$ cat config.mk
export PLATFORM = sky130hd
export DESIGN_NAME = gccr_top
export DESIGN_NICKNAME = d
export VERILOG_FILES = /design/src/design/gccr_pkg.sv /design/src/design/gccr_pin_cell.sv /design/src/design/gccr_sec_div.sv /design/src/design/gccr_top.sv
export SDC_FILE = /design/constraint.sdc
export NUM_CORES = 1
export LEC_CHECK = 0
export ABC_AREA = 1
export BUFFER_PORTS_ARGS = -buffer_cell sky130_fd_sc_hd__buf_2
export CAP_MARGIN = 5
export CORE_ASPECT_RATIO = 1.25
export CORE_MARGIN = 1
export CORE_UTILIZATION = 40
export DETAILED_ROUTE_END_ITERATION = 12
export PLACE_DENSITY_LB_ADDON = 0.08
export SLEW_MARGIN = 20
export SYNTH_ARGS = -nofsm -noshare
export SYNTH_HDL_FRONTEND = slang
export SYNTH_HIERARCHICAL = 1
export SYNTH_SLANG_ARGS = --single-unit
$ cat constraint.sdc
create_clock -name ref_clk_i -period 1.9 [get_ports ref_clk_i]
set_input_delay 0.38 -clock ref_clk_i [delete_from_list [all_inputs] [get_ports ref_clk_i]]
set_output_delay 0.38 -clock ref_clk_i [all_outputs]
set_load 0.02 [all_outputs]
$ cat src/design/gccr_pkg.sv
package gccr_pkg;
	// register offsets
	localparam logic [11:0] OFS_CTRL_ONE   = 12'h002;
	localparam logic [11:0] OFS_CTRL_TWO   = 12'h004;
	localparam logic [11:0] OFS_PIN_FUNC   = 12'h00a;
	localparam logic [11:0] OFS_STATUS     = 12'h014;
	// control one fields
	localparam int FULL_RST_BIT  = 0;
	localparam int DP_RST_BIT    = 1;
	localparam int CLR_RD_BIT    = 2;
	localparam int PM_SW_BIT     = 3;
	localparam int PM_MODE_LSB   = 4;
	localparam int ERR_SRC_BIT   = 6;
	localparam int SW_ERR_BIT    = 7;
	// control two fields
	localparam int CLOCK_RATE_ADAPTER_REF_SELECT_LSB      = 1;
	localparam int IN_SEL_BIT    = 8;
	localparam int OUT_SEL_BIT   = 9;
	localparam int SRC_LSB       = 10;
	// status fields
	localparam int DONE_BIT      = 0;
	// reset values
	localparam logic       DP_RST_RESET  = 1'b1;
	localparam logic [1:0] PM_MODE_RESET = 2'h0;
	localparam logic [1:0] SRC_RESET     = 2'h0;
	localparam logic [2:0] CLOCK_RATE_ADAPTER_REF_SELECT_RESET    = 3'h0;
	localparam logic [15:0] PIN_FN_RESET = 16'h0000;
	// update mode codes
	localparam logic [1:0] PM_MODE_SW  = 2'h0;
	localparam logic [1:0] PM_MODE_PIN = 2'h1;
	// reference source codes
	localparam logic [1:0] SRC_NONE = 2'h0;
	localparam logic [1:0] SRC_CLOCK_RATE_ADAPTER_REF_SELECT = 2'h1;
	localparam logic [1:0] SRC_PORT = 2'h2;
	// rate adapter reference codes
	localparam logic [2:0] CLOCK_RATE_ADAPTER_REF_SELECT_44M736 = 3'h0;
	localparam logic [2:0] CLOCK_RATE_ADAPTER_REF_SELECT_34M368 = 3'h1;
	localparam logic [2:0] CLOCK_RATE_ADAPTER_REF_SELECT_51M84  = 3'h2;
	localparam logic [2:0] CLOCK_RATE_ADAPTER_REF_SELECT_19M44  = 3'h3;
	localparam logic [2:0] CLOCK_RATE_ADAPTER_REF_SELECT_77M76  = 3'h4;
	// pin function codes
	localparam logic [1:0] PIN_FN_INPUT = 2'h0;
	localparam logic [1:0] PIN_FN_RSVD  = 2'h1;
	localparam logic [1:0] PIN_FN_DRV0  = 2'h2;
	localparam logic [1:0] PIN_FN_DRV1  = 2'h3;
	// pin indices, pin n at index n-1
	localparam int PIN_COUNT = 8;
	localparam int PIN2_IDX  = 1;
	localparam int PIN4_IDX  = 3;
	localparam int PIN6_IDX  = 5;
	localparam int PIN8_IDX  = 7;
	// timing
	localparam int REF8K_PER_SECOND = 8000;
	localparam int CLK_PERIOD_PS    = 4000;
	localparam int RESET_MIN_NS     = 100;
	localparam int RESET_MIN_CYC    = (RESET_MIN_NS * 1000 + CLK_PERIOD_PS - 1) / CLK_PERIOD_PS;
endpackage : gccr_pkg

$ cat src/design/gccr_pin_cell.sv
`timescale 1ns/1ps
module gccr_pin_cell (
	// clock and reset
	input  wire logic       ref_clk_i,
	input  wire logic       rst_i,
	// control
	input  wire logic [1:0] fn_i,
	input  wire logic       force_in_i,
	input  wire logic       force_drv_i,
	input  wire logic       force_val_i,
	// pin
	output logic            pin_o,
	output logic            pin_oe_o
);
	import gccr_pkg::*;

	// registered pin drive, reserved code stays input
	always_ff @(posedge ref_clk_i) begin
		if (rst_i) begin
			pin_o    <= 1'b0;
			pin_oe_o <= 1'b0;
		end else if (force_drv_i) begin
			pin_o    <= force_val_i;
			pin_oe_o <= 1'b1;
		end else if (force_in_i || fn_i == PIN_FN_INPUT || fn_i == PIN_FN_RSVD) begin
			pin_o    <= 1'b0;
			pin_oe_o <= 1'b0;
		end else begin
			pin_o    <= (fn_i == PIN_FN_DRV1);
			pin_oe_o <= 1'b1;
		end
	end
endmodule : gccr_pin_cell

$ cat src/design/gccr_sec_div.sv
`timescale 1ns/1ps
module gccr_sec_div #(
	parameter int unsigned EDGES = 8000
) (
	// clock and reset
	input  wire logic ref_clk_i,
	input  wire logic rst_i,
	// reference
	input  wire logic en_i,
	input  wire logic ref_i,
	// one second tick
	output logic      tick_o
);
	localparam int CW = $clog2(EDGES);

	initial begin
		if (EDGES < 2) $error("divider needs at least two edges");
	end

	logic          ref_prev_q;
	logic [CW-1:0] cnt_q;

	// count reference rising edges, tick on the last one
	always_ff @(posedge ref_clk_i) begin
		if (rst_i || !en_i) begin
			ref_prev_q <= 1'b0;
			cnt_q      <= '0;
			tick_o     <= 1'b0;
		end else begin
			ref_prev_q <= ref_i;
			tick_o     <= 1'b0;
			if (ref_i && !ref_prev_q) begin
				if (cnt_q == CW'(EDGES - 1)) begin
					cnt_q  <= '0;
					tick_o <= 1'b1;
				end else begin
					cnt_q <= cnt_q + 1'b1;
				end
			end
		end
	end
endmodule : gccr_sec_div

$ cat src/design/gccr_top.sv
`timescale 1ns/1ps
// Functional notes
// - error source: software bit or pin 6
// - update mode: bit, pin 8, one-second
// - update rise loads registers, clears counters
// - done status clears when update bit lowered
// - clear mode: 0 on write, 1 on read
// - datapath reset holds defaults, resets to 1
// - full reset defaults all but itself
// - source field picks none, adapter, port
// - one-second tick divides 8 kHz reference
// - input select: pin 4 supplies reference
// - input deselected: pin 4 normal, signal low
// - output select: pin 2 drives reference
// - adapter field declares reference frequency
// - pin field: input, drive 0, drive 1
// - pin 8 field void in mode 01
// - pin 6 field void when pin sourced
// - software insert rise triggers error insertion
module gccr_top #(
	parameter int unsigned REF_EDGES_PER_SEC = gccr_pkg::REF8K_PER_SECOND
) (
	// clock and reset
	input  wire logic        ref_clk_i,
	input  wire logic        rst_i,
	// register port
	input  wire logic [11:0] reg_addr_i,
	input  wire logic [15:0] reg_wdata_i,
	input  wire logic        reg_wr_i,
	input  wire logic        reg_rd_i,
	output logic      [15:0] reg_rdata_o,
	// general-purpose pins, pin n at index n-1
	input  wire logic [7:0]  gp_pin_i,
	output logic      [7:0]  gp_pin_o,
	output logic      [7:0]  gp_pin_oe_o,
	// reference inputs and update done
	input  wire logic        clock_rate_adapter_ref_select_ref8k_i,
	input  wire logic        port_ref8k_i,
	input  wire logic        pm_update_done_i,
	// controls toward the data path
	output logic             error_insert_o,
	output logic             pm_update_o,
	output logic             latched_clear_on_read_enable_o,
	output logic             datapath_reset_o,
	output logic             full_reset_o,
	output logic             ref8k_output_signal_o,
	output logic             ref8k_input_signal_o,
	output logic             one_second_o,
	output logic      [2:0]  clock_rate_adapter_ref_select_o,
	output logic             clock_rate_adapter_ref_select_ref_valid_o
);
	import gccr_pkg::*;

	initial begin
		if (REF_EDGES_PER_SEC < 2) $error("reference divide too small");
	end

	// control register fields
	logic        software_error_insert_q;
	logic        error_insert_source_select_q;
	logic [1:0]  pm_update_mode_q;
	logic        pm_software_update_q;
	logic        latched_clear_on_read_enable_q;
	logic        datapath_reset_q;
	logic        full_reset_q;
	logic [1:0]  ref8k_source_select_q;
	logic        ref8k_output_select_q;
	logic        ref8k_input_select_q;
	logic [2:0]  clock_rate_adapter_ref_select_q;
	logic [15:0] pin_fn_q;
	logic        pm_update_done_status_q;
	// edge history and helpers
	logic        sw_err_prev_q;
	logic        pm_sw_prev_q;
	logic        pin6_prev_q;
	logic        pin8_prev_q;
	logic        ref8k_q;
	logic        ref_valid_d;
	logic        ref8k_d;
	logic        sec_tick;
	logic        defaults;
	logic        wr_one;
	logic        wr_two;
	logic        wr_fn;
	logic [7:0]  force_in;
	logic [7:0]  force_drv;
	logic [7:0]  force_val;
	logic [$clog2(RESET_MIN_CYC+1)-1:0] rst_hold_q;

	// write decode
	always_comb begin
		wr_one = 1'b0;
		wr_two = 1'b0;
		wr_fn  = 1'b0;
		if (reg_wr_i && reg_addr_i == OFS_CTRL_ONE) begin
			wr_one = 1'b1;
		end else if (reg_wr_i && reg_addr_i == OFS_CTRL_TWO) begin
			wr_two = 1'b1;
		end else if (reg_wr_i && reg_addr_i == OFS_PIN_FUNC) begin
			wr_fn = 1'b1;
		end
	end

	assign defaults = rst_i || full_reset_q;

	// full reset bit, cleared by the general reset or by a control one write of 0
	always_ff @(posedge ref_clk_i) begin
		if (rst_i) begin
			full_reset_q <= 1'b0;
		end else if (wr_one) begin
			full_reset_q <= reg_wdata_i[FULL_RST_BIT];
		end
	end

	// control one
	always_ff @(posedge ref_clk_i) begin
		if (defaults) begin
			software_error_insert_q        <= 1'b0;
			error_insert_source_select_q   <= 1'b0;
			pm_update_mode_q               <= PM_MODE_RESET;
			pm_software_update_q           <= 1'b0;
			latched_clear_on_read_enable_q <= 1'b0;
			datapath_reset_q               <= DP_RST_RESET;
		end else if (wr_one) begin
			software_error_insert_q        <= reg_wdata_i[SW_ERR_BIT];
			error_insert_source_select_q   <= reg_wdata_i[ERR_SRC_BIT];
			pm_update_mode_q               <= reg_wdata_i[PM_MODE_LSB +: 2];
			pm_software_update_q           <= reg_wdata_i[PM_SW_BIT];
			latched_clear_on_read_enable_q <= reg_wdata_i[CLR_RD_BIT];
			datapath_reset_q               <= reg_wdata_i[DP_RST_BIT];
		end
	end

	// control two and pin functions
	always_ff @(posedge ref_clk_i) begin
		if (defaults) begin
			ref8k_source_select_q           <= SRC_RESET;
			ref8k_output_select_q           <= 1'b0;
			ref8k_input_select_q            <= 1'b0;
			clock_rate_adapter_ref_select_q <= CLOCK_RATE_ADAPTER_REF_SELECT_RESET;
			pin_fn_q                        <= PIN_FN_RESET;
		end else begin
			if (wr_two) begin
				ref8k_source_select_q           <= reg_wdata_i[SRC_LSB +: 2];
				ref8k_output_select_q           <= reg_wdata_i[OUT_SEL_BIT];
				ref8k_input_select_q            <= reg_wdata_i[IN_SEL_BIT];
				clock_rate_adapter_ref_select_q <= reg_wdata_i[CLOCK_RATE_ADAPTER_REF_SELECT_LSB +: 3];
			end
			if (wr_fn) begin
				pin_fn_q <= reg_wdata_i;
			end
		end
	end

	// update completion status, dropped with the request bit
	always_ff @(posedge ref_clk_i) begin
		if (defaults) begin
			pm_update_done_status_q <= 1'b0;
		end else if (!pm_software_update_q) begin
			pm_update_done_status_q <= 1'b0;
		end else if (pm_update_done_i) begin
			pm_update_done_status_q <= 1'b1;
		end
	end

	// register readback, unmapped reads zero
	always_ff @(posedge ref_clk_i) begin
		if (rst_i) begin
			reg_rdata_o <= 16'h0000;
		end else if (reg_rd_i) begin
			if (reg_addr_i == OFS_CTRL_ONE) begin
				reg_rdata_o <= {8'h00, software_error_insert_q, error_insert_source_select_q,
					pm_update_mode_q, pm_software_update_q, latched_clear_on_read_enable_q,
					datapath_reset_q, full_reset_q};
			end else if (reg_addr_i == OFS_CTRL_TWO) begin
				reg_rdata_o <= {4'h0, ref8k_source_select_q, ref8k_output_select_q,
					ref8k_input_select_q, 4'h0, clock_rate_adapter_ref_select_q, 1'b0};
			end else if (reg_addr_i == OFS_PIN_FUNC) begin
				reg_rdata_o <= pin_fn_q;
			end else if (reg_addr_i == OFS_STATUS) begin
				reg_rdata_o <= {15'h0, pm_update_done_status_q};
			end else begin
				reg_rdata_o <= 16'h0000;
			end
		end
	end

	// edge history for triggers
	always_ff @(posedge ref_clk_i) begin
		if (rst_i) begin
			sw_err_prev_q <= 1'b0;
			pm_sw_prev_q  <= 1'b0;
			pin6_prev_q   <= 1'b0;
			pin8_prev_q   <= 1'b0;
		end else begin
			sw_err_prev_q <= software_error_insert_q;
			pm_sw_prev_q  <= pm_software_update_q;
			pin6_prev_q   <= gp_pin_i[PIN6_IDX];
			pin8_prev_q   <= gp_pin_i[PIN8_IDX];
		end
	end

	// manual error insertion trigger
	always_ff @(posedge ref_clk_i) begin
		if (defaults) begin
			error_insert_o <= 1'b0;
		end else if (error_insert_source_select_q) begin
			error_insert_o <= gp_pin_i[PIN6_IDX] && !pin6_prev_q;
		end else begin
			error_insert_o <= software_error_insert_q && !sw_err_prev_q;
		end
	end

	// performance update trigger: registers load, counters clear
	always_ff @(posedge ref_clk_i) begin
		if (defaults) begin
			pm_update_o <= 1'b0;
		end else begin
			case (pm_update_mode_q)
				PM_MODE_SW:  pm_update_o <= pm_software_update_q && !pm_sw_prev_q;
				PM_MODE_PIN: pm_update_o <= gp_pin_i[PIN8_IDX] && !pin8_prev_q;
				default:     pm_update_o <= sec_tick;
			endcase
		end
	end

	// global 8 kHz reference selection
	always_comb begin
		ref8k_d     = 1'b0;
		ref_valid_d = 1'b0;
		if (ref8k_input_select_q) begin
			ref8k_d     = gp_pin_i[PIN4_IDX];
			ref_valid_d = 1'b1;
		end else begin
			case (ref8k_source_select_q)
				SRC_CLOCK_RATE_ADAPTER_REF_SELECT: begin
					ref8k_d     = clock_rate_adapter_ref_select_ref8k_i;
					ref_valid_d = 1'b1;
				end
				SRC_PORT: begin
					ref8k_d     = port_ref8k_i;
					ref_valid_d = 1'b1;
				end
				default: begin
					ref8k_d     = 1'b0;
					ref_valid_d = 1'b0;
				end
			endcase
		end
	end

	// registered reference and input signal
	always_ff @(posedge ref_clk_i) begin
		if (defaults) begin
			ref8k_q               <= 1'b0;
			ref8k_output_signal_o <= 1'b0;
			ref8k_input_signal_o  <= 1'b0;
		end else begin
			ref8k_q               <= ref8k_d;
			ref8k_output_signal_o <= ref8k_d;
			ref8k_input_signal_o  <= ref8k_input_select_q && gp_pin_i[PIN4_IDX];
		end
	end

	// one-second reference from the selected 8 kHz
	gccr_sec_div #(
		.EDGES (REF_EDGES_PER_SEC)
	) u_sec_div (
		.ref_clk_i (ref_clk_i),
		.rst_i     (defaults),
		.en_i      (ref_valid_d),
		.ref_i     (ref8k_q),
		.tick_o    (sec_tick)
	);

	// one-second output copy
	always_ff @(posedge ref_clk_i) begin
		if (defaults) begin
			one_second_o <= 1'b0;
		end else begin
			one_second_o <= sec_tick;
		end
	end

	// pin overrides from mode bits
	always_comb begin
		force_in  = 8'h00;
		force_drv = 8'h00;
		force_val = 8'h00;
		force_in[PIN4_IDX]  = ref8k_input_select_q;
		force_in[PIN6_IDX]  = error_insert_source_select_q;
		force_in[PIN8_IDX]  = (pm_update_mode_q == PM_MODE_PIN);
		force_drv[PIN2_IDX] = ref8k_output_select_q;
		force_val[PIN2_IDX] = ref8k_q;
	end

	// one cell per pin
	genvar gi;
	generate
		for (gi = 0; gi < PIN_COUNT; gi++) begin : g_pin
			gccr_pin_cell u_cell (
				.ref_clk_i   (ref_clk_i),
				.rst_i       (defaults),
				.fn_i        (pin_fn_q[2*gi +: 2]),
				.force_in_i  (force_in[gi]),
				.force_drv_i (force_drv[gi]),
				.force_val_i (force_val[gi]),
				.pin_o       (gp_pin_o[gi]),
				.pin_oe_o    (gp_pin_oe_o[gi])
			);
		end
	endgenerate

	// data-path reset, stretched to a safe minimum width
	always_ff @(posedge ref_clk_i) begin
		if (rst_i) begin
			rst_hold_q       <= '0;
			datapath_reset_o <= 1'b1;
			full_reset_o     <= 1'b0;
		end else begin
			if (datapath_reset_q || full_reset_q) begin
				rst_hold_q <= ($bits(rst_hold_q))'(RESET_MIN_CYC);
			end else if (rst_hold_q != '0) begin
				rst_hold_q <= rst_hold_q - 1'b1;
			end
			datapath_reset_o <= datapath_reset_q || full_reset_q || (rst_hold_q != '0);
			full_reset_o     <= full_reset_q;
		end
	end

	// mode and adapter outputs
	always_ff @(posedge ref_clk_i) begin
		if (defaults) begin
			latched_clear_on_read_enable_o  <= 1'b0;
			clock_rate_adapter_ref_select_o <= CLOCK_RATE_ADAPTER_REF_SELECT_RESET;
			clock_rate_adapter_ref_select_ref_valid_o                <= 1'b1;
		end else begin
			latched_clear_on_read_enable_o  <= latched_clear_on_read_enable_q;
			clock_rate_adapter_ref_select_o <= clock_rate_adapter_ref_select_q;
			clock_rate_adapter_ref_select_ref_valid_o                <= (clock_rate_adapter_ref_select_q <= CLOCK_RATE_ADAPTER_REF_SELECT_77M76);
		end
	end

	// checks
	property p_err_pin;
		@(posedge ref_clk_i) disable iff (defaults)
		(error_insert_source_select_q && gp_pin_i[PIN6_IDX] && !pin6_prev_q) |=> error_insert_o;
	endproperty
	a_err_pin: assert property (p_err_pin) else $error("pin 6 edge missed");

	property p_err_sw;
		@(posedge ref_clk_i) disable iff (defaults)
		(!error_insert_source_select_q && $rose(software_error_insert_q)) |-> ##1 error_insert_o ##1 !error_insert_o;
	endproperty
	a_err_sw: assert property (p_err_sw) else $error("software insert not one pulse");

	property p_pm_pin;
		@(posedge ref_clk_i) disable iff (defaults)
		(pm_update_mode_q == PM_MODE_PIN && gp_pin_i[PIN8_IDX] && !pin8_prev_q) |=> pm_update_o;
	endproperty
	a_pm_pin: assert property (p_pm_pin) else $error("pin 8 update missed");

	property p_pm_sw;
		@(posedge ref_clk_i) disable iff (defaults)
		(pm_update_mode_q == PM_MODE_SW && $rose(pm_software_update_q)) |=> pm_update_o;
	endproperty
	a_pm_sw: assert property (p_pm_sw) else $error("software update missed");

	property p_done_clr;
		@(posedge ref_clk_i) disable iff (defaults)
		!pm_software_update_q |=> !pm_update_done_status_q;
	endproperty
	a_done_clr: assert property (p_done_clr) else $error("done status not cleared");

	property p_clr_mode;
		@(posedge ref_clk_i) disable iff (defaults)
		##1 latched_clear_on_read_enable_o == $past(latched_clear_on_read_enable_q);
	endproperty
	a_clr_mode: assert property (p_clr_mode) else $error("clear mode not passed");

	property p_dp_hold;
		@(posedge ref_clk_i) disable iff (rst_i)
		$fell(datapath_reset_q || full_reset_q) |-> datapath_reset_o [*8];
	endproperty
	a_dp_hold: assert property (p_dp_hold) else $error("datapath reset too short");

	property p_full_defaults;
		@(posedge ref_clk_i) disable iff (rst_i)
		full_reset_q |=> datapath_reset_q && pin_fn_q == PIN_FN_RESET && !ref8k_input_select_q;
	endproperty
	a_full_defaults: assert property (p_full_defaults) else $error("full reset left state");

	property p_ref_none;
		@(posedge ref_clk_i) disable iff (defaults)
		(!ref8k_input_select_q && ref8k_source_select_q == SRC_NONE) |=> !ref8k_q;
	endproperty
	a_ref_none: assert property (p_ref_none) else $error("reference not off");

	property p_in_low;
		@(posedge ref_clk_i) disable iff (defaults)
		!ref8k_input_select_q |=> !ref8k_input_signal_o;
	endproperty
	a_in_low: assert property (p_in_low) else $error("input signal not low");

	property p_pin_overrides;
		@(posedge ref_clk_i) disable iff (defaults)
		(ref8k_output_select_q && error_insert_source_select_q)
		|=> gp_pin_oe_o[PIN2_IDX] && !gp_pin_oe_o[PIN6_IDX];
	endproperty
	a_pin_overrides: assert property (p_pin_overrides) else $error("pin override wrong");

	property p_pin8_input;
		@(posedge ref_clk_i) disable iff (defaults)
		(pm_update_mode_q == PM_MODE_PIN) |=> !gp_pin_oe_o[PIN8_IDX];
	endproperty
	a_pin8_input: assert property (p_pin8_input) else $error("update pin driven");

	property p_pin4_input;
		@(posedge ref_clk_i) disable iff (defaults)
		ref8k_input_select_q |=> !gp_pin_oe_o[PIN4_IDX];
	endproperty
	a_pin4_input: assert property (p_pin4_input) else $error("reference pin driven");

	property p_pin_rsvd;
		@(posedge ref_clk_i) disable iff (defaults)
		(pin_fn_q[1:0] == PIN_FN_RSVD) |=> !gp_pin_oe_o[0];
	endproperty
	a_pin_rsvd: assert property (p_pin_rsvd) else $error("reserved pin driven");
endmodule : gccr_top

# --- Word level (Yosys, flattened, before mapping) ---
# Index checks and enable logic that the tools add are counted.
classes:
  add_sub_neg: 2
  order_cmp: 1
  eq_ne: 24
  muxes: 31
  bitwise_logic: 2
  reduce_logical: 52
op_table:
  columns: ["cell", "count"]
  rows:
  - ["two-way mux 16 bit", 3]
  - ["two-way mux 1 bit", 23]
  - ["OR reduction 2 bit", 11]
  - ["== test 2 x 1 -> 1 bit (second input constant)", 10]
  - ["== test 2 bit (second input constant)", 9]
  - ["logical NOT 2 bit", 9]
  - ["logical OR 1 bit", 15]
  - ["adder 13 x 1 -> 13 bit (second input constant)", 1]
  - ["== test 13 bit (second input constant)", 1]
  - ["two-way mux 13 bit", 1]
  - ["== test 12 x 2 -> 1 bit (second input constant)", 1]
  - ["== test 12 x 3 -> 1 bit (second input constant)", 1]
  - ["== test 12 x 4 -> 1 bit (second input constant)", 1]
  - ["== test 12 x 5 -> 1 bit (second input constant)", 1]
  - ["two-way mux 5 bit", 2]
  - ["logical AND 1 bit", 9]
  - ["logical NOT 1 bit", 6]
  - ["nonzero test 5 bit", 1]
  - ["subtractor 5 x 1 -> 5 bit (second input constant)", 1]
  - ["one-hot mux 1 bit (2 select lines)", 2]
  - ["<= comparator 3 bit (second input constant)", 1]
  - ["inverter 1 bit", 2]
  - ["nonzero test 2 bit", 1]
word_totals:
  regBits: 100
  in_bits: 43
  output_inout_bits: 44
  elab_cells: 161

# --- Depth between registers and ports, before layout ---
# Gate-level depths: netlist of the first run.
depth:
  word_depth: 7
  mapped_depth: 11
  mapped_depth_nobuf: 11

# --- By module ---
# Netlist of the first run, hierarchy kept.
modules_own_cells:
  columns: ["module", "instances", "cells_each", "area_per_inst_um2", "seq_area_each_um2"]
  rows:
  - ["gccr_top", 1, 371, 2811.4, 1381.3]
  - ["gccr_sec_div", 1, 112, 772.0, 300.3]
  - ["gccr_pin_cell", 8, 12, 93.8, 40.0]

# --- Least setup slack after synthesis of the first run ---
# OpenSTA, ideal clock, no wires.
synth_timing:
  path_type: "in2reg"
  from: "input port rst_i"
  to: "register u_sec_div.cnt_q[11]"
  setup_ns: 0.064
  arrival_time_ns: 1.502
  t_required_ns: 1.836
  slack_ns: 0.335
  stages: 8
  path_buffers: 1
  cell_sequence: "buf_2 nor2_2 inv_2 nor2_1 inv_1 nor2_1 nand2_1 nor2_1"
synth_between:
  elab_chain_cells: 2
synth_rtl:
  columns: ["item", "line_no", "text"]
  rows:
  - ["from (decl)", "gccr_top.sv:25", "input wire logic rst_i,"]
  - ["logical OR 1 bit", "gccr_top.sv:104", "assign defaults = rst_i || full_reset_q;"]
  - ["named net defaults", "gccr_top.sv:81", "logic defaults;"]
  - ["logical OR 1 bit", "gccr_sec_div.sv:25", "if (rst_i || !en_i) begin"]
  - ["to (signal assigned)", "gccr_sec_div.sv:37", "cnt_q <= cnt_q + 1'b1;"]
  - ["to (decl)", "gccr_sec_div.sv:21", "logic [CW-1:0] cnt_q;"]
# The timed path passes the listed nets, and every way through them passes these cells.
# A chain may end at the register's enable or synchronous reset.

# --- Worst setup path after layout of the first run ---
layout_timing:
  from: "register ref8k_source_select_q[0]"
  to: "register u_sec_div.cnt_q[12]"
layout_between:
  elab_chain_cells: 6
  word_cells_on_any_way: 7
  cone_classes: "2 x eq/ne; 2 x mux; 3 x reduce/logical"
layout_rtl:
  columns: ["item", "line_no", "text"]
  rows:
  - ["from (decl)", "gccr_top.sv:66", "logic [1:0] ref8k_source_select_q;"]
  - ["from (signal assigned)", "gccr_top.sv:144", "ref8k_source_select_q <= reg_wdata_i[SRC_LSB +: 2];"]
  - ["== test 2 bit or == test 2 x 1 -> 1 bit (tied branches)", "gccr_top.sv:235", "case (ref8k_source_select_q)"]
  - ["OR reduction 2 bit (no source line) (*)", null, null]
  - ["two-way mux 1 bit (*)", "gccr_top.sv:235", null]
  - ["two-way mux 1 bit (*)", "gccr_top.sv:231", "if (ref8k_input_select_q) begin"]
  - ["named net ref_valid_d", "gccr_top.sv:78", "logic ref_valid_d;"]
  - ["logical NOT 1 bit (*)", "gccr_sec_div.sv:25", null]
  - ["logical OR 1 bit (*)", "gccr_sec_div.sv:25", null]
# Mark *: on every way through the listed nets, which the timed path passes. The rest lies on a longest branch.

==> results_dict.tcl, run 1 <==
set metrics [dict create \
    final_antenna_net_count 0 \
    rsz0062_at_grt "no" \
    startpoint_type "register" \
    htreeDepth 3 \
    viasPerCell 4.57 \
    areaGrowthSynthToFinish_pct 22.9 \
    r2r_cells 9 \
    num_io_pins 87 \
    worst_ep_arrival_time_ps 1940 \
    critPathKind "reg -> reg" \
    critPathLaunch "ref8k_source_select_q[0]" \
    cts.path.max_buffers 2 \
    cpMaxStageDelayCell "dfxtp_1" \
    synth_edf_count 0 \
    grt_pass1_vias 3565 \
    grt_use_total_pct 19.0 \
    die_h_um 118 \
    drive_above_1_share_pct 24.2 \
    syn_avg_cell_area_um2 7.49 \
    max_stage_delay_ps 370 \
    cts_tree "yes" \
    yosysUniqueCellTypes 37 \
    drtPass1Iterations 4 \
    place_congestion 0.829 \
    seq_area_frac_synth_pct 46.2 \
    worstReg2RegEnd "u_sec_div/cnt_q[12]" \
    syn_inst 579 \
    drc 0 \
    ys.warnings.count 6 \
    fillers 1064 \
    coreArea_um2 10600 \
    async_reset_ff_share_pct 0 \
    post-route-period-util_pct 87.1 \
    reg2reg_slack_ps 240 \
    clock_latency_ps 340 \
    die_w_um 95.1 \
    setup_ws_ps 245 \
    clk_pin_slew_ps 70 \
    cts_num_sinks 100 \
    ys_top_cells_by_count "dfxtp_1 (100), inv_1 (97), nand2_1 (89), nor2_1 (69), a21oi_1 (44)" \
    num_rows 42 \
    grt_pass1_wl_um 16500 \
    n_antenna_cell 0 \
    synth_area_um2 4330 \
    dp_cells 813 \
    nets 739 \
    start_util_pct 41.0 \
    leakagePower_nw 2.28 \
    outcome "completed" \
    ys_top_cells_by_area "dfxtp_1 (46%), inv_1 (8.4%), nand2_1 (7.7%), nor2_1 (6.0%), a21oi_1 (5.1%)" \
    min_period_ps 1660 \
    die_area_um2 11300 \
    synth_seq_cells 100 \
    worstSetupEndpoint "u_sec_div/cnt_q[12]" \
    cp_cell_sequence "inv_1 > ha_1 > nand2_1 > inv_1 > nor2_1 > inv_1 > nor2_1 > nand2_1 > nor2_1" \
    vias 3790 \
    r2r-start "ref8k_source_select_q[0]" \
    overflow 0 \
    stdcell_count 829 \
    setup_violations 0 \
    grt_start_max_net_pins 34 \
    synth_top_area_share_pct 46.2 \
    yosysTopAreaCell "dfxtp_1" \
    drt-wirelength-per-cell_um 12.0 \
    critPathRequiredTime_ps 2180 \
    setup_tns_ps 0 \
    synth_flop_cell "dfxtp_1" \
    finalClockSkew_ps 7.44 \
    drtIter0Drc 97 \
    dp_slack_ps 141 \
    cts_root_buffer "clkbuf_16" \
    irDropWorstVdd_mv 0.375 \
    hp-class "in -> reg" \
    fmax_mhz 604 \
    crit_path_end_kind "register" \
    hold_viol 0 \
    numCtsBuffers 9 \
    hold_buffers 0 \
    postCtsSetupRepairBufs 0 \
    hpwlAfterDp_um 7470 \
    ctsResizeCount 0 \
    power_density_nw_per_um2 824 \
    finalWirelength_um 9930 \
    finalMaxSlewViolations 0 \
    port_buffers 81 \
    antenna_found_initial 0 \
    critPathMaxFanout 6 \
    drv_cap 0 \
    synth_most_common_cell "dfxtp_1" \
]
[per-stage QoR]
step	util [%]	hold slack, ps	cell area [µm²]	total power [mW]
floorplan	-	417	4430	2.35
global placement	47.4	450	5000	2.46
detailed placement	47.4	447	5000	2.46
CTS	50.4	244	5330	4.44
global route	50.4	289	5330	4.56
finish	50.4	254	5330	4.39
[routing by layer]
metal	routed length [µm]	vias up	global-route usage, %
met2	4890	72	32.3
met1	4530	1683	23.6
met3	422	7	3.80
met4	87	0	6.25
met5	0	-	0
li1	-	2028	-
[critical path, delay by kind of cell (launching register included)]
kind / cells / cell delay [ps]
buf+inv: 3 / 270
simple gates: 5 / 620
flops: 1 / 370
fa+ha+maj: 1 / 330
[cells in the final DEF (no fill, tap or decap), drive strengths merged, types with 5 or more instances in the layout]
cell	count
o21ai	53
conb	26
nand4	11
nand2	98
nand3	28
buf	91
xor2	5
inv	110
nor2	80
clkbuf	9
a21oi	61
dfxtp	100
[state kept, by name, summed over array words and instances (netlist names), 2 cells and up]
register                         flops
reg_rdata_o                         16
g_pin.u_cell/pin_o                   8
clock_rate_adapter_ref_select_o      3
clock_rate_adapter_ref_select_q      3
g_pin.u_cell/pin_oe_o                8
u_sec_div/cnt_q                     13
pm_update_mode_q                     2
rst_hold_q                           5
ref8k_source_select_q                2
pin_fn_q                            16
[area by class of cell]
type	count	area [µm²]	share of cell area, %
Multi-Input combinational cell	382	1950	36.6
Tap cell	132	165	3.10
Clock inverter	7	96.3	1.81
Timing Repair Buffer	91	480	9.02
Clock buffer	9	225	4.23
Sequential cell	100	2000	37.6
Inverter	108	405	7.61
[power breakdown]
group	internal, mW	total [mW]	switching [mW]	leakage, nW
sequential	2.13	2.14	0.0102	0.812
clock	1.16	1.98	0.814	0.160
combinational	0.0986	0.278	0.180	1.31
[how the worst min path moves through the flow]
| stage | startpoint | depth (start not counted) | to |
|---|---|---|---|
| after global routing | gp_pin_i[7] | 3 | pin8_prev_q |
| after CTS | gp_pin_i[5] | 3 | pin6_prev_q |
| after detailed placement | latched_clear_on_read_enable_q | 2 | latched_clear_on_read_enable_o |
| after floorplan | u_sec_div/tick_o | 2 | one_second_o |
| final | gp_pin_i[5] | 3 | pin6_prev_q |
| after global placement | latched_clear_on_read_enable_q | 2 | latched_clear_on_read_enable_o |
[logic make-up after synthesis]
family / after synthesis / share of synthesized area [%]
mux: 1 / 0.231
buf+inv: 122 / 10.9
fa+ha+maj: 4 / 1.15
flops: 100 / 46.2
other cells: 1 / 0.0865
xor+xnor: 5 / 1.01
simple gates: 224 / 24.4
compound gates: 122 / 16.0
Note: power is estimated with default switching activity, not from simulation.
==> run 2, diff against run 1 <==
ABC_AREA = not set   (was 1)
==> run 2 against run 1 <==
  * Wire length decreased by 5.0%
  * Register-to-register slack got worse by 40 ps
  * Critical path depth decreased by 3
  * Utilization increased by 2.2 points
  * Cell count decreased by 18%
  * Flip-flop and latch count unchanged
  * Clock-buffer cell count increased by 4
  * Critical endpoint is now datapath_reset_q
==> results_dict.tcl, run 2 <==
set metrics [dict create \
    hold_buffers 0 \
    hp-class "in -> reg" \
    utilization_pct 52.6 \
    synth_adder_area_share_pct 1.23 \
    final_antenna_net_count 0 \
    critPathMaxFanout 8 \
    num_rows 40 \
    outcome "completed" \
    finalClockSkew_ps 7.27 \
    stdcell_count 683 \
    num_io_pins 87 \
    ys_top_cells_by_area "dfxtp_1 (49%), mux2i_1 (7.8%), nor2_1 (4.8%), a21oi_1 (4.3%), nand2b_1 (2.8%)" \
    nets 600 \
    numCtsBuffers 9 \
    cts_num_sinks 100 \
    ys.warnings.count 6 \
    place_congestion 0.744 \
    crit_path_end_kind "register" \
    layout_commonest_cell "dfxtp_1" \
    critPathKind "in -> reg" \
    post-route-period-util_pct 90.6 \
    ys_top_cells_by_count "dfxtp_1 (100), nor2_1 (52), a21oi_1 (35), mux2i_1 (32), nand2_1 (21)" \
    yosysUniqueCellTypes 48 \
    finalMaxSlewViolations 0 \
    postCtsSetupRepairBufs 0 \
    die_h_um 115 \
    finalPower_mw 4.02 \
    vias 3300 \
    finalWirelength_um 9440 \
    syn_avg_cell_area_um2 9.66 \
    critPathRequiredTime_ps 2130 \
    drv_cap 0 \
    leakagePower_nw 2.15 \
    synth_seq_cells 100 \
    coreArea_um2 9760 \
    drtIter0Drc 81 \
    irDropWorstVdd_mv 0.509 \
    drc 0 \
    grt_use_total_pct 18.7 \
    die_w_um 92.4 \
    hold_viol 0 \
    hpwlAfterDp_um 6790 \
    setup_violations 0 \
    muxShareOfSynthArea_pct 9.49 \
    worst_ep_arrival_time_ps 1950 \
    grt_pass1_wl_um 15200 \
    async_reset_ff_share_pct 0 \
    antenna_found_initial 0 \
    fillers 970 \
    synthSimpleGateAreaFrac_pct 25.7 \
    port_buffers 81 \
    syn_inst 423 \
    die_area_um2 10600 \
    dp_cells 668 \
    startpoint_type "primary input" \
    htreeDepth 3 \
    final_cell_mix "dfxtp_1 (100), buf_2 (81), nor2_1 (52), conb_1 (38), a21oi_1 (35)" \
    fmax_mhz 581 \
    grt_pass1_vias 3111 \
    synth_top_family_by_area "simple AND/OR/NAND/NOR gates" \
    n_antenna_cell 0 \
    start_util_pct 41.9 \
    areaGrowthSynthToFinish_pct 25.7 \
    synth_compound_area_share_pct 7.50 \
    power_density_nw_per_um2 784 \
    min_period_ps 1720 \
    fin_area_um2 5140 \
    synth_top_area_share_pct 49.0 \
    drive_above_1_share_pct 23.5 \
    ctsResizeCount 0 \
    synth_flop_cell "dfxtp_1" \
    clock_latency_ps 340 \
    drt-wirelength-per-cell_um 13.8 \
    drtPass1Iterations 4 \
    timing.hold.ws_ps 278 \
    postPlaceCellArea_um2 4870 \
    grt_start_max_net_pins 30 \
    synth-xor-area-share_pct 3.00 \
    rsz0062_at_grt "no" \
    overflow 0 \
    clk_pin_slew_ps 60 \
    cts_root_buffer "clkbuf_16" \
    viasPerCell 4.83 \
    synth_edf_count 0 \
    cts_tree "yes" \
    synth_most_common_cell "dfxtp_1" \
    reg.largest.list "pin_fn_q x16, reg_rdata_o x16, u_sec_div/cnt_q x13" \
    yosysTopAreaCell "dfxtp_1" \
    cts.path.max_buffers 2 \
    synth_area_um2 4090 \
    seq_area_frac_synth_pct 49.0 \
]
run 2: cell types whose count changed in the layout (fill, tap and decap cells not counted), moves of 17 or more:
cell / delta
a21oi_2: -17
nand2b_1: +18
nor2_1: -17
inv_1: -81
o21ai_1: -21
mux2i_1: +31
o21ai_0: -27
nand2_1: -68
run 2: final timing paths:
| check | from | endpoint | slack (ps) | depth (start not counted) |
|---|---|---|---|---|
| worst max register to register | u_sec_div/cnt_q[0] | u_sec_div/cnt_q[10] | 200 | 5 |
| worst min register to register | reg_rdata_o[9] | reg_rdata_o[9] | 460 | 2 |
| worst min-delay path | reg_wdata_i[12] | pin_fn_q[12] | 280 | 3 |
| worst max-delay path | reg_addr_i[5] | datapath_reset_q | 180 | 6 |
run 2: routing by layer:
| metal | up-vias | wire [µm] | track usage [%] |
|---|---|---|---|
| li1 | 1695 | - | - |
| met1 | 1541 | 4120 | 21.7 |
| met2 | 54 | 4860 | 33.6 |
| met3 | 10 | 297 | 3.51 |
| met4 | 0 | 163 | 7.60 |
| met5 | - | 0 | 0 |
run 2: cell type report:
cell class,instances,area [µm²],share of cell area (%)
Multi-Input combinational cell,326,2060,40.2
Sequential cell,100,2000,39.0
Tap cell,126,158,3.07
Clock buffer,13,260,5.07
Clock inverter,2,10.0,0.195
Inverter,17,63.8,1.24
Timing Repair Buffer,99,578,11.3
run 2: cells by family after synthesis:
family / after synthesis
simple gates: 178
buf+inv: 34
mux: 38
fa+ha+maj: 4
other cells: 1
compound gates: 54
xor+xnor: 14
flops: 100
run 2: worst max-delay path, cell delays in order:
cell and delay [ps]:
buf_2 100, or4_4 560, or4_1 480, buf_4 210, mux2i_1 160, nand2_1 60
run 2: power by group:
| group | internal [mW] | switching (mW) |
|---|---|---|
| Clock | 0.949 | 0.735 |
| Sequential | 2.12 | 0.00569 |
| Combinational | 0.0897 | 0.129 |
run 2: metrics by stage:
stage	setup slack, ps	setup TNS (ps)
floorplan	-121	-2100
global placement	-166	-3920
detailed placement	-177	-4650
CTS	186	0
global route	76.2	0
finish	178	0
